===== src/logic/iwd_pkg.sv =====
package iwd_pkg;

  // word and field geometry
  localparam int unsigned INSTR_W = 14;
  localparam int unsigned CLS_HI = 13;
  localparam int unsigned CLS_LO = 12;
  localparam int unsigned OPC_HI = 11;
  localparam int unsigned OPC_LO = 8;
  localparam int unsigned FILE_LSB = 0;
  localparam int unsigned FILE_W = 7;
  localparam int unsigned DEST_BIT = 7;
  localparam int unsigned BIT_LSB = 7;
  localparam int unsigned BIT_W = 3;
  localparam int unsigned BIT_TEST_BIT = 11;
  localparam int unsigned BIT_SENSE_BIT = 10;
  localparam int unsigned JUMP_SEL_BIT = 11;
  localparam int unsigned LIT8_W = 8;
  localparam int unsigned LIT11_W = 11;
  localparam int unsigned LIT5_W = 5;
  localparam int unsigned LIT7_W = 7;
  localparam int unsigned LIT9_W = 9;
  localparam int unsigned LIT6_W = 6;
  localparam int unsigned PTR_OFS_BIT = 6;
  localparam int unsigned PTR_UPD_BIT = 2;
  localparam int unsigned MODE_LSB = 0;
  localparam int unsigned MODE_W = 2;
  localparam int unsigned PAGE_SEL_BIT = 7;

  // file address space and the two indirect access ports inside it
  localparam logic [6:0] FILE_MIN = 7'h00;
  localparam logic [6:0] FILE_MAX = 7'h7F;
  localparam logic [6:0] PORT0_ADDR = 7'h00;
  localparam logic [6:0] PORT1_ADDR = 7'h01;

  // control words inside the 00_0000_0xxx_xxxx group
  localparam logic [6:0] CTL_RET = 7'h08;
  localparam logic [6:0] CTL_INT_EXIT = 7'h09;
  localparam logic [6:0] CTL_ACC_CALL = 7'h0A;
  localparam logic [6:0] CTL_ACC_REL = 7'h0B;
  localparam logic [2:0] CTL_PTR_UPD = 3'h1;
  localparam logic [1:0] CTL_BANK = 2'h1;

  // 4-bit opcodes, and the 3-bit relative-branch prefix, that matter to the decoder
  localparam logic [3:0] OPC_CTL = 4'h0;
  localparam logic [3:0] OPC_DEC_SKIP = 4'hB;
  localparam logic [3:0] OPC_INC_SKIP = 4'hF;
  localparam logic [3:0] OPC_RET_LIT = 4'h4;
  localparam logic [3:0] OPC_PAGE_OFS = 4'h1;
  localparam logic [3:0] OPC_PTR_IDX = 4'hF;
  localparam logic [2:0] OPC_REL = 3'h1;
  localparam logic [3:0] OPC_HI_BYTE0 = 4'h5;
  localparam logic [3:0] OPC_HI_BYTE1 = 4'h6;
  localparam logic [3:0] OPC_HI_BYTE2 = 4'h7;
  localparam logic [3:0] OPC_HI_BYTE3 = 4'hB;
  localparam logic [3:0] OPC_HI_BYTE4 = 4'hD;

  // instruction cycle timing: phases in oscillator clocks, cycle counts in instruction cycles
  localparam int unsigned PHASES_PER_CYCLE = 4;
  localparam logic [1:0] PHASE_RD = 2'h1;
  localparam logic [1:0] PHASE_LAST = 2'h3;
  localparam logic [1:0] CYC_ONE = 2'h1;
  localparam logic [1:0] CYC_TWO = 2'h2;

  typedef enum logic [1:0] {
    CLS_BYTE = 2'b00,
    CLS_BIT = 2'b01,
    CLS_LITCTL = 2'b10
  } iwd_cls_e;

  typedef enum logic [4:0] {
    OP_PLAIN = 5'b00000,
    OP_CALL = 5'b00001,
    OP_JUMP = 5'b00010,
    OP_RET = 5'b00011,
    OP_RET_LIT = 5'b00100,
    OP_INT_EXIT = 5'b00101,
    OP_ACC_CALL = 5'b00110,
    OP_REL = 5'b00111,
    OP_ACC_REL = 5'b01000,
    OP_SKIP_ONE = 5'b01001,
    OP_SKIP_ZERO = 5'b01010,
    OP_DEC_SKIP = 5'b01011,
    OP_INC_SKIP = 5'b01100,
    OP_PTR_UPD = 5'b01101,
    OP_PTR_OFS = 5'b01110,
    OP_PTR_IDX = 5'b01111,
    OP_BANK = 5'b10000,
    OP_PAGE = 5'b10001
  } iwd_op_e;

  typedef struct packed {
    iwd_cls_e cls;
    iwd_op_e op;
    logic [6:0] file_addr;
    logic dest_file;
    logic [2:0] bit_num;
    logic [7:0] lit8;
    logic [10:0] lit11;
    logic [4:0] lit5;
    logic [6:0] lit7;
    logic [8:0] lit9;
    logic [5:0] lit6;
    logic ptr_sel;
    logic [1:0] ptr_mode;
    logic file_op;
    logic wr_file;
    logic wr_acc;
    logic skip;
    logic [1:0] cycles;
  } iwd_dec_s;

  typedef struct packed {
    logic busy;
    logic first;
    logic [1:0] left;
    iwd_dec_s dec;
  } iwd_state_s;

  typedef struct packed {
    logic [1:0] cnt;
  } iwd_phase_s;

endpackage


===== src/logic/iwd_phase_gen.sv =====
`timescale 1ns/1ps
`default_nettype none

module iwd_phase_gen
  import iwd_pkg::*;
#(
  parameter int unsigned PHASES = PHASES_PER_CYCLE
) (
  input wire logic clk,
  input wire logic rst,
  output logic [1:0] phase,
  output logic cycle_end
);

  iwd_phase_s st_q;
  iwd_phase_s st_d;

  // four oscillator clocks make one instruction cycle
  always_comb begin
    st_d = st_q;
    if (st_q.cnt == 2'(PHASES - 1)) begin
      st_d.cnt = 2'h0;
    end else begin
      st_d.cnt = st_q.cnt + 2'h1;
    end
  end

  always_ff @(posedge clk) begin
    if (rst) begin
      st_q <= '0;
    end else begin
      st_q <= st_d;
    end
  end

  assign phase = st_q.cnt;
  assign cycle_end = (st_q.cnt == 2'(PHASES - 1));
endmodule

`default_nettype wire


===== src/logic/iwd_decoder.sv =====
// What this block does
// - one 14-bit word holds opcode and operands
// - sort words into byte, bit, literal/control
// - one instruction cycle unless listed otherwise
// - calls take two instruction cycles
// - all returns take two instruction cycles
// - jumps two cycles, skips two when taken
// - indirect program-memory access adds one cycle
// - instruction cycle is four oscillator clocks
// - file operands are read, modified, stored
// - file read issued even for write-only ops
// - file address spans 0x00 to 0x7F
// - destination bit: 0 accumulator, 1 file
// - bit number picks one of eight bits
// - don't-care opcode bits are ignored; clear-accumulator low bits still set the file address that is read
// - pointer number selects pointer 0 or 1
// - mode field picks pre/post increment/decrement
// - literal field gives constant or label value
`timescale 1ns/1ps
`default_nettype none

module iwd_decoder
  import iwd_pkg::*;
(
  input wire logic clk,
  input wire logic rst,
  input wire logic [INSTR_W-1:0] instr_word,
  input wire logic instr_valid,
  output logic instr_ready,
  input wire logic skip_taken,
  input wire logic [1:0] ptr_in_prog,
  output logic [1:0] phase,
  output logic busy,
  output logic nop_cycle,
  output iwd_cls_e instr_class,
  output iwd_op_e instr_op,
  output logic [6:0] file_addr,
  output logic dest_file,
  output logic [2:0] bit_num,
  output logic [7:0] lit8,
  output logic [10:0] lit11,
  output logic [4:0] lit5,
  output logic [6:0] lit7,
  output logic [8:0] lit9,
  output logic [5:0] lit6,
  output logic ptr_sel,
  output logic [1:0] pointer_update_mode,
  output logic [1:0] cycles,
  output logic file_rd,
  output logic file_wr,
  output logic acc_wr
);

  iwd_state_s st_q;
  iwd_state_s st_d;
  iwd_dec_s dec;
  logic cycle_end;
  logic penalty;
  logic skip_ext;
  logic [3:0] opc;
  logic [1:0] base_cyc;

  iwd_phase_gen #(
    .PHASES(PHASES_PER_CYCLE)
  ) u_phase (
    .clk(clk),
    .rst(rst),
    .phase(phase),
    .cycle_end(cycle_end)
  );

  assign opc = instr_word[OPC_HI:OPC_LO];

  // operand fields sit at fixed places, so extract them all and let the op pick
  always_comb begin
    dec = '0;
    dec.cls = CLS_LITCTL;
    dec.op = OP_PLAIN;
    dec.file_addr = instr_word[FILE_LSB +: FILE_W];
    dec.dest_file = instr_word[DEST_BIT];
    dec.bit_num = instr_word[BIT_LSB +: BIT_W];
    dec.lit8 = instr_word[0 +: LIT8_W];
    dec.lit11 = instr_word[0 +: LIT11_W];
    dec.lit5 = instr_word[0 +: LIT5_W];
    dec.lit7 = instr_word[0 +: LIT7_W];
    dec.lit9 = instr_word[0 +: LIT9_W];
    dec.lit6 = instr_word[0 +: LIT6_W];
    dec.ptr_sel = instr_word[PTR_OFS_BIT];
    dec.ptr_mode = instr_word[MODE_LSB +: MODE_W];
    unique case (instr_word[CLS_HI:CLS_LO])
      2'b00: begin
        if (opc == OPC_CTL && !instr_word[DEST_BIT]) begin
          // control group: exact codes, the rest runs as a plain one-cycle op
          if (instr_word[6:0] == CTL_RET) begin
            dec.op = OP_RET;
          end else if (instr_word[6:0] == CTL_INT_EXIT) begin
            dec.op = OP_INT_EXIT;
          end else if (instr_word[6:0] == CTL_ACC_CALL) begin
            dec.op = OP_ACC_CALL;
          end else if (instr_word[6:0] == CTL_ACC_REL) begin
            dec.op = OP_ACC_REL;
          end else if (instr_word[6:4] == CTL_PTR_UPD) begin
            dec.op = OP_PTR_UPD;
            dec.ptr_sel = instr_word[PTR_UPD_BIT];
          end else if (instr_word[6:5] == CTL_BANK) begin
            dec.op = OP_BANK;
          end
        end else begin
          // clear-accumulator low bits still set file_addr: that file is read, and 0x00/0x01 can add the indirect-port cycle
          dec.cls = CLS_BYTE;
          dec.file_op = 1'b1;
          dec.wr_file = instr_word[DEST_BIT];
          dec.wr_acc = !instr_word[DEST_BIT];
          if (opc == OPC_DEC_SKIP) begin
            dec.op = OP_DEC_SKIP;
          end else if (opc == OPC_INC_SKIP) begin
            dec.op = OP_INC_SKIP;
          end
        end
      end
      2'b01: begin
        dec.cls = CLS_BIT;
        dec.file_op = 1'b1;
        dec.dest_file = 1'b1;
        if (instr_word[BIT_TEST_BIT]) begin
          // bit tests only read; no write-back
          dec.op = instr_word[BIT_SENSE_BIT] ? OP_SKIP_ONE : OP_SKIP_ZERO;
        end else begin
          dec.wr_file = 1'b1;
        end
      end
      2'b10: begin
        dec.op = instr_word[JUMP_SEL_BIT] ? OP_JUMP : OP_CALL;
      end
      2'b11: begin
        if (opc == OPC_HI_BYTE0 || opc == OPC_HI_BYTE1 || opc == OPC_HI_BYTE2 ||
            opc == OPC_HI_BYTE3 || opc == OPC_HI_BYTE4) begin
          dec.cls = CLS_BYTE;
          dec.file_op = 1'b1;
          dec.wr_file = instr_word[DEST_BIT];
          dec.wr_acc = !instr_word[DEST_BIT];
        end else if (opc == OPC_RET_LIT) begin
          dec.op = OP_RET_LIT;
        end else if (opc[3:1] == OPC_REL) begin
          dec.op = OP_REL;
        end else if (opc == OPC_PAGE_OFS) begin
          dec.op = instr_word[PAGE_SEL_BIT] ? OP_PAGE : OP_PTR_OFS;
        end else if (opc == OPC_PTR_IDX) begin
          dec.op = OP_PTR_IDX;
        end
      end
    endcase
    if (dec.cls == CLS_LITCTL) begin
      dec.dest_file = 1'b0;
    end
    dec.skip = (dec.op == OP_SKIP_ONE) || (dec.op == OP_SKIP_ZERO) ||
               (dec.op == OP_DEC_SKIP) || (dec.op == OP_INC_SKIP);
  end

  // program-flow changes always take a second cycle
  always_comb begin
    unique case (dec.op)
      OP_CALL, OP_ACC_CALL: base_cyc = CYC_TWO;
      OP_RET, OP_RET_LIT, OP_INT_EXIT: base_cyc = CYC_TWO;
      OP_JUMP, OP_REL, OP_ACC_REL: base_cyc = CYC_TWO;
      default: base_cyc = CYC_ONE;
    endcase
  end

  // the indirect ports, a pointer update or an indexed move through a pointer aimed at program memory
  always_comb begin
    penalty = 1'b0;
    if (dec.file_op && dec.file_addr == PORT0_ADDR) begin
      penalty = ptr_in_prog[0];
    end else if (dec.file_op && dec.file_addr == PORT1_ADDR) begin
      penalty = ptr_in_prog[1];
    end else if (dec.op == OP_PTR_UPD || dec.op == OP_PTR_IDX) begin
      penalty = ptr_in_prog[dec.ptr_sel];
    end
  end

  // a taken skip is only known at the end of the first cycle, so it holds the count
  assign skip_ext = st_q.busy && st_q.first && st_q.dec.skip && skip_taken && cycle_end;
  assign instr_ready = cycle_end && (!st_q.busy || (st_q.left == CYC_ONE && !skip_ext));

  // sequencer: a word is taken only at an instruction-cycle boundary
  always_comb begin
    st_d = st_q;
    if (cycle_end && st_q.busy) begin
      st_d.first = 1'b0;
      if (!skip_ext) begin
        st_d.left = st_q.left - 2'h1;
      end
    end
    if (instr_ready) begin
      st_d.busy = instr_valid;
      if (instr_valid) begin
        st_d.first = 1'b1;
        st_d.dec = dec;
        st_d.dec.cycles = base_cyc + {1'b0, penalty};
        st_d.left = base_cyc + {1'b0, penalty};
      end
    end
  end

  always_ff @(posedge clk) begin
    if (rst) begin
      st_q <= '0;
    end else begin
      st_q <= st_d;
    end
  end

  // decoded fields stand registered for the whole instruction
  assign busy = st_q.busy;
  assign nop_cycle = st_q.busy && !st_q.first;
  assign instr_class = st_q.dec.cls;
  assign instr_op = st_q.dec.op;
  assign file_addr = st_q.dec.file_addr;
  assign dest_file = st_q.dec.dest_file;
  assign bit_num = st_q.dec.bit_num;
  assign lit8 = st_q.dec.lit8;
  assign lit11 = st_q.dec.lit11;
  assign lit5 = st_q.dec.lit5;
  assign lit7 = st_q.dec.lit7;
  assign lit9 = st_q.dec.lit9;
  assign lit6 = st_q.dec.lit6;
  assign ptr_sel = st_q.dec.ptr_sel;
  assign pointer_update_mode = st_q.dec.ptr_mode;
  assign cycles = st_q.dec.cycles;

  // read in phase 1 always, so clear-on-read side effects happen even for pure writes
  assign file_rd = st_q.busy && st_q.first && phase == PHASE_RD && st_q.dec.file_op;
  assign file_wr = st_q.busy && st_q.first && cycle_end && st_q.dec.wr_file;
  assign acc_wr = st_q.busy && st_q.first && cycle_end && st_q.dec.wr_acc;
endmodule

`default_nettype wire


===== config.mk =====
export PLATFORM = sky130hd
export DESIGN_NAME = iwd_decoder
export DESIGN_NICKNAME = d
export VERILOG_FILES = /design/src/logic/iwd_pkg.sv /design/src/logic/iwd_phase_gen.sv /design/src/logic/iwd_decoder.sv
export SDC_FILE = /design/constraint.sdc
export NUM_CORES = 1
export LEC_CHECK = 0
export BUFFER_PORTS_ARGS = -buffer_cell sky130_fd_sc_hd__buf_2
export CELL_PAD_IN_SITES_DETAIL_PLACEMENT = 1
export CELL_PAD_IN_SITES_GLOBAL_PLACEMENT = 1
export CORE_MARGIN = 2
export CORE_UTILIZATION = 25
export DETAILED_ROUTE_END_ITERATION = 12
export HOLD_SLACK_MARGIN = 0.1
export PLACE_DENSITY_LB_ADDON = 0.1
export SYNTH_ARGS = -nofsm -noshare
export SYNTH_HDL_FRONTEND = slang
export SYNTH_SLANG_ARGS = --single-unit

===== constraint.sdc =====
create_clock -name clk -period 3.94 [get_ports clk]
set_input_delay 0.394 -clock clk [delete_from_list [all_inputs] [get_ports clk]]
set_output_delay 0.394 -clock clk [all_outputs]
set_load 0.05 [all_outputs]

Yosys cells after proc, flatten, opt, wreduce, memory -nomap -nowiden
Memories as Yosys holds them, arrays and structs flattened.
Cells that the tools add are included.
{"block": "op_classes", "n_reduce_logical": 34, "magnitude_cmp": 1, "eq_ne": 29, "muxes": 46, "n_addsub": 3}
{"operator": "two-way mux 76 bit", "n": 2}
{"operator": "two-way mux 5 bit", "n": 13}
{"operator": "== test 5 x 4 -> 1 bit, second input constant", "n": 6}
{"operator": "== test 7 x 4 -> 1 bit, second input constant", "n": 4}
{"operator": "case mux 5 bit (4 select lines)", "n": 1}
{"operator": "== test 4 x 3 -> 1 bit, second input constant", "n": 4}
{"operator": "logical AND 1 bit", "n": 16}
{"operator": "two-way mux 1 bit", "n": 15}
{"operator": "== test 4 bit, second input constant", "n": 3}
{"operator": "two-way mux 2 bit", "n": 6}
{"operator": "two-way mux 4 bit", "n": 3}
{"operator": "case mux 2 bit (3 select lines)", "n": 2}
{"operator": "logical OR 1 bit", "n": 9}
{"operator": "two-way mux 3 bit", "n": 3}
{"operator": "== test 2 x 1 -> 1 bit, second input constant", "n": 4}
{"operator": "== test 2 bit, second input constant", "n": 4}
{"operator": "== test 7 x 1 -> 1 bit, second input constant", "n": 1}
{"operator": "logical NOT 7 bit", "n": 1}
{"operator": "== test 3 x 1 -> 1 bit, second input constant", "n": 2}
{"operator": "== test 4 x 1 -> 1 bit, second input constant", "n": 1}
{"operator": "logical NOT 1 bit", "n": 4}
{"operator": "logical NOT 4 bit", "n": 1}
{"operator": "adder 2 x 1 -> 2 bit", "n": 1}
{"operator": "adder 2 x 1 -> 2 bit, second input constant", "n": 1}
{"operator": "6 further kinds", "n": 6}
{"block": "totals", "inputBits": 20, "out_inout_bits": 77, "reg_bits": 72, "mem_bits_ro": 32, "memories": 1}
{"memory": "(name not given)", "words": 16, "width": 2, "read_ports": 1, "rd_clocked_by_memory_dff": 0, "wr": 0, "line_no": "iwd_decoder.sv:162", "text": "unique case (dec.op)"}

Depth between registers and ports, before layout
{"block": "depth", "depth_word": 17, "depth_mapped": 12}

Cells and area by module
From an unflattened synthesis, not the netlist that was laid out.
{"block": "unflattened", "hier_cells": 328, "area_unflattened_um2": 2544.9}
{"module": "iwd_decoder", "area_per_inst_um2": 2469.9, "n_inst": 1, "cells_each": 323}
{"module": "iwd_phase_gen", "area_per_inst_um2": 75.1, "n_inst": 1, "cells_each": 5}

Worst setup path after synthesis
No wires, ideal clock.
{"block": "synth_path", "path_kind": "register to register", "start": "register u_phase.st_q (netlist bit u_phase.phase[0])", "end": "register st_q[2] (netlist name)", "path_slack_ns": 0.681, "t_arrival_ns": 3.132, "stages_incl_launch_ff": 7, "n_path_buf": 1, "setup_time_ns": 0.128, "period_less_slack_ns": 3.259, "t_required_ns": 3.812, "path_cell_list": "dfxtp_1 -> ha_1 -> a21boi_0 -> nand2_1 -> clkbuf_1 -> a32oi_1 -> nor2_1"}
{"block": "synth_between", "elab_chain_cells": 7}
{"item": "start, declared", "line_no": "iwd_phase_gen.sv:15", "text": "iwd_phase_s st_q;"}
{"item": "start signal, assigned", "line_no": "iwd_phase_gen.sv:32", "text": "st_q <= st_d;"}
{"item": "== test 2 bit *", "line_no": "iwd_phase_gen.sv:37", "text": "assign cycle_end = (st_q.cnt == 2'(PHASES - 1));"}
{"item": "logical AND 1 bit", "line_no": "iwd_decoder.sv:183", "text": "assign skip_ext = st_q.busy && st_q.first && st_q.dec.skip && skip_taken && cycle_end;"}
{"item": "logical NOT 1 bit"}
{"item": "logical AND 1 bit", "line_no": "iwd_decoder.sv:184", "text": "assign instr_ready = cycle_end && (!st_q.busy || (st_q.left == CYC_ONE && !skip_ext));"}
{"item": "logical OR 1 bit", "line_no": "iwd_decoder.sv:184"}
{"item": "logical AND 1 bit *", "line_no": "iwd_decoder.sv:184"}
{"item": "via instr_ready", "line_no": "iwd_decoder.sv:29", "text": "output logic instr_ready,"}
{"item": "AND reduction 2 bit (no source line) *"}
{"item": "end signal, assigned", "line_no": "iwd_decoder.sv:210", "text": "st_q <= st_d;"}
{"item": "end, declared", "line_no": "iwd_decoder.sv:54", "text": "iwd_state_s st_q;"}
Mark *: on every way through the listed nets, which the timed path passes. The rest lies on a longest branch.
A chain may end at the register's enable or synchronous reset.

Final worst setup path
{"block": "layout_path", "start": "input instr_word[8]", "end": "register st_q (netlist bit cycles[1])"}
{"block": "layout_between", "elab_chain_cells": 13, "elab_cells_between_ends": 41, "cone_classes": "1 x add/sub; 10 x eq/ne; 20 x mux; 9 x reduce/logical; 1 x memory"}
{"item": "start, declared", "line_no": "iwd_decoder.sv:27", "text": "input wire logic [INSTR_W-1:0] instr_word,"}
{"item": "== test 4 bit / == test 4 x 3 -> 1 bit (equally long branches)", "line_no": "iwd_decoder.sv:116, iwd_decoder.sv:148, iwd_decoder.sv:136"}
{"item": "two-way mux 4 bit / logical OR 1 bit (equally long branches)", "line_no": "iwd_decoder.sv:148, iwd_decoder.sv:136"}
{"item": "two-way mux 5 bit / logical OR 1 bit (equally long branches)", "line_no": "iwd_decoder.sv:146, iwd_decoder.sv:136"}
{"item": "two-way mux 5 bit / logical OR 1 bit (equally long branches)", "line_no": "iwd_decoder.sv:144, iwd_decoder.sv:136"}
{"item": "two-way mux 5 bit / logical OR 1 bit (equally long branches)", "line_no": "iwd_decoder.sv:142, iwd_decoder.sv:137"}
{"item": "two-way mux 5 bit", "line_no": "iwd_decoder.sv:136", "text": "if (opc == OPC_HI_BYTE0 || opc == OPC_HI_BYTE1 || opc == OPC_HI_BYTE2 ||"}
{"item": "case mux 5 bit (4 select lines)", "line_no": "iwd_decoder.sv:90", "text": "unique case (instr_word[CLS_HI:CLS_LO])"}
{"item": "== test 5 x 4 -> 1 bit", "line_no": "iwd_decoder.sv:177", "text": "end else if (dec.op == OP_PTR_UPD || dec.op == OP_PTR_IDX) begin"}
{"item": "logical OR 1 bit", "line_no": "iwd_decoder.sv:177"}
{"item": "two-way mux 1 bit", "line_no": "iwd_decoder.sv:177"}
{"item": "two-way mux 1 bit", "line_no": "iwd_decoder.sv:175", "text": "end else if (dec.file_op && dec.file_addr == PORT1_ADDR) begin"}
{"item": "two-way mux 1 bit", "line_no": "iwd_decoder.sv:173", "text": "if (dec.file_op && dec.file_addr == PORT0_ADDR) begin"}
{"item": "adder 2 x 1 -> 2 bit *", "line_no": "iwd_decoder.sv:200", "text": "st_d.dec.cycles = base_cyc + {1'b0, penalty};"}
Mark *: on every way between the ends. The rest lies on a longest branch, timed or not. The select of a mux whose other input is x is not followed.

==> flow_summary.json <==
{
  "status": "completed",
  "r2r-end": "st_q[3]$_SDFFE_PP0P_",
  "yosysWarnings": 0,
  "power.internal_mw": 0.5815,
  "cts_setup_buffers": 0,
  "clkSinkCount": 32,
  "reg2reg_from": "u_phase.phase[0]$_SDFF_PP0_",
  "hp-start": "instr_word[3]",
  "grt_pass1_wl_um": 10990,
  "ir_worst_vdd_mv": 0.1036,
  "syn-num-nets": 344,
  "num_rows": 36,
  "routed_wl_um": 6961,
  "maxSlewViolCount": 0,
  "synth_top_cell_area_share_pct": 26.31,
  "post-route-period-util_pct": 80.18,
  "avgSynthCellArea_sq_um": 7.730,
  "cts_buffer_depth": 2,
  "hpwl_um": 5024,
  "ant_nets": 0,
  "clock_latency_ns": 0.28,
  "swShare_pct": 33.47,
  "cp-end-kind": "register",
  "min_period_ns": 3.159,
  "hp-class": "in -> reg",
  "start_kind": "input port",
  "power_frac_clock_pct": 36.0,
  "drc": 0,
  "powerDensity_nw_per_um2": 331.1,
  "synth_area_leaders": "dfxtp_1, buf_4, nand2_1, a21oi_1, ha_1",
  "cap_violations": 0,
  "ys_types": 53,
  "critPathArrivalTime_ns": 3.35,
  "wl_per_cell_um": 14.72,
  "die_h_um": 102.7,
  "timing.fmax_ghz": 0.3166,
  "p_comb_share_pct": 24.7,
  "worstPathRequired_ns": 4.13,
  "ctsHtreeMaxLevel": 2,
  "synth_seq_cells": 32,
  "final_nets": 368,
  "cts_buffers": 5,
  "portBuffers": 96,
  "grt.total_usage_pct": 13.45,
  "synthArstFlopShare_pct": 0,
  "syn_inst": 315,
  "io_pins": 97,
  "rrSetupSlack_ns": 1.81,
  "synth_top_cell_by_area": "dfxtp_1",
  "grt_max_degree": 33,
  "slew_headroom_pct": 56.66,
  "hold-path-endpoint": "lit8[3]$_SDFFE_PP0P_",
  "area_growth_pct": 8.427,
  "critPathKind": "in -> reg",
  "gp_congestion": 0.7885,
  "tightest_slew_ns": 0.6502,
  "die_area_sq_um": 10550,
  "root_buffer": "clkbuf_8",
  "cts_hold_buf": 0,
  "seqPwrFrac_pct": 39.3,
  "synth-seq-area-share_pct": 26.31,
  "r2r_cells": 8,
  "coreArea_sq_um": 9594,
  "cts_resized": 0,
  "synth_area_sq_um": 2435,
  "setup_tns_ns": 0,
  "holdPathStages": 3,
  "dr.pass1.iters": 4,
  "drtIter0Drc": 47,
  "path_max_fanout": 13,
  "p_switching_mw": 0.2926,
  "vias": 2133,
  "initial_utilization_pct": 25.38,
  "n_antenna_cell": 0,
  "crit_path_start": "instr_word[8]",
  "setup_viol": 0,
  "final_core_util_pct": 27.52,
  "power.total_mw": 0.8741,
  "synth-edff-count": 0,
  "antenna_found_initial": 0,
  "drive_above_1_share_pct": 35.59,
  "finalClockSkew_ns": 0.006870,
  "hold_viol": 0,
  "clk_pin_slew_worst_paths_ns": 0.07,
  "power.leakage_nw": 1.237,
  "vias_per_cell": 4.510,
  "grt_setup_unrepaired": "false",
  "grt_pass1_vias": 1969,
  "die_w_um": 102.7,
  "synth_flop_cell": "dfxtp_1",
  "grt_overflow": 0,
  "cts_tree": "built"
}
[sequential cells by signal, indices dropped and copies added, names as in the netlist]
register and cells:
ptr_sel 1, cycles 2, instr_class 2, instr_op 5, busy 1, lit11 2, dest_file 1, u_phase.phase 2
lit8 7, bit_num 2, st_q 7
[layout make-up]
type | count | area, sq um
Clock buffer | 6 | 72.57
Tap cell | 133 | 166.4
Timing Repair Buffer | 100 | 510.5
Multi-Input combinational cell | 193 | 1189
Inverter | 7 | 26.28
Fill cell | 1214 | 6954
Clock inverter | 2 | 35.03
Sequential cell | 32 | 640.6
[placed cells by master, fill, tap and decap left out, types with 3 or more instances in the layout]
cell type / n
dfxtp_1: 32
o21ai_0: 7
o21bai_1: 3
nand2_1: 42
a31oi_1: 3
a211oi_1: 11
nand3_1: 6
and4_1: 3
ha_1: 9
inv_1: 7
a21oi_1: 31
clkbuf_8: 5
nand2b_1: 5
nor2b_1: 6
buf_2: 96
buf_4: 4
nor3_1: 4
nor2_1: 22
[synth_stat cells, types with 2 or more instances]
master    count
a211oi_1     11
nor3b_1       2
ha_1          9
nor2_1       22
nand2_1      42
buf_2         7
a311oi_1      2
a21oi_1      31
and3_1        2
xor2_1        2
o21ai_0       7
nand3b_1      2
nor3_1        4
a21boi_0      2
nor2b_1       6
nand3_1       6
a31oi_1       3
and4_1        3
o21bai_1      3
dfxtp_1      32
nand2b_1      5
clkbuf_1      8
buf_4        67
and2_1        2
inv_1         7
[logic make-up after synthesis]
| family | after synthesis | synth area share (%) |
|---|---|---|
| flip-flops | 32 | 26.31 |
| AO/OA/AOI/OAI | 73 | 20.25 |
| buffers and inverters | 90 | 24.87 |
| adder cells (fa/ha/maj) | 9 | 4.625 |
| AND/OR/NAND/NOR | 109 | 23.23 |
| XOR/XNOR | 2 | 0.7196 |
[through the flow]
step                setup slack, ns  instance area (sq um)  hold WS, ns  cells
finish                       0.7811                   2640       0.3990    473
global route                 0.5610                   2640       0.4093    473
CTS                          0.7790                   2640       0.3886    473
detailed placement           0.5077                   2532       0.4509    465
global placement             0.5780                   2532       0.4521    465
floorplan                    0.6807                   2435       0.4323    315
[worst max-delay path, cell delays in order]
cell	delay, ns
buf_2	0.19
nor4_4	0.36
and2b_2	0.26
a21oi_1	0.10
nor3_2	0.40
a31oi_1	0.18
or3_2	0.45
ha_1	0.22
or4_4	0.54
a311oi_1	0.26
[how the worst max path moves through the flow]
stage | end | cells past startpoint | slack [ns]
2_1_floorplan | st_q[2]$_SDFFE_PP0P_ | 6 | 0.68
3_3_place_gp | st_q[74]$_SDFF_PP0_ | 10 | 0.58
3_5_place_dp | cycles[1]$_SDFFE_PP0P_ | 10 | 0.51
4_1_cts | st_q[74]$_SDFF_PP0_ | 10 | 0.78
5_1_grt | cycles[1]$_SDFFE_PP0P_ | 10 | 0.56
6_report | cycles[1]$_SDFFE_PP0P_ | 10 | 0.78
[power groups by stage]
stage               registers [mW]  logic, mW  clock network, mW
floorplan                    0.363      0.166                  0
global placement             0.351      0.217                  0
detailed placement           0.352      0.217                  0
CTS                          0.344      0.219              0.329
global route                 0.346      0.236              0.341
finish                       0.344      0.216              0.315
[routing by layer]
layer / GRT usage [%] / routed length (um) / vias to the layer above
met4: 3.385 / 59 / 0
met3: 2.169 / 322 / 4
li1: - / - / 1066
met2: 22.17 / 3191 / 63
met1: 18.35 / 3388 / 1000
met5: 0 / 0 / -
Power figures use the tool's default switching activity.
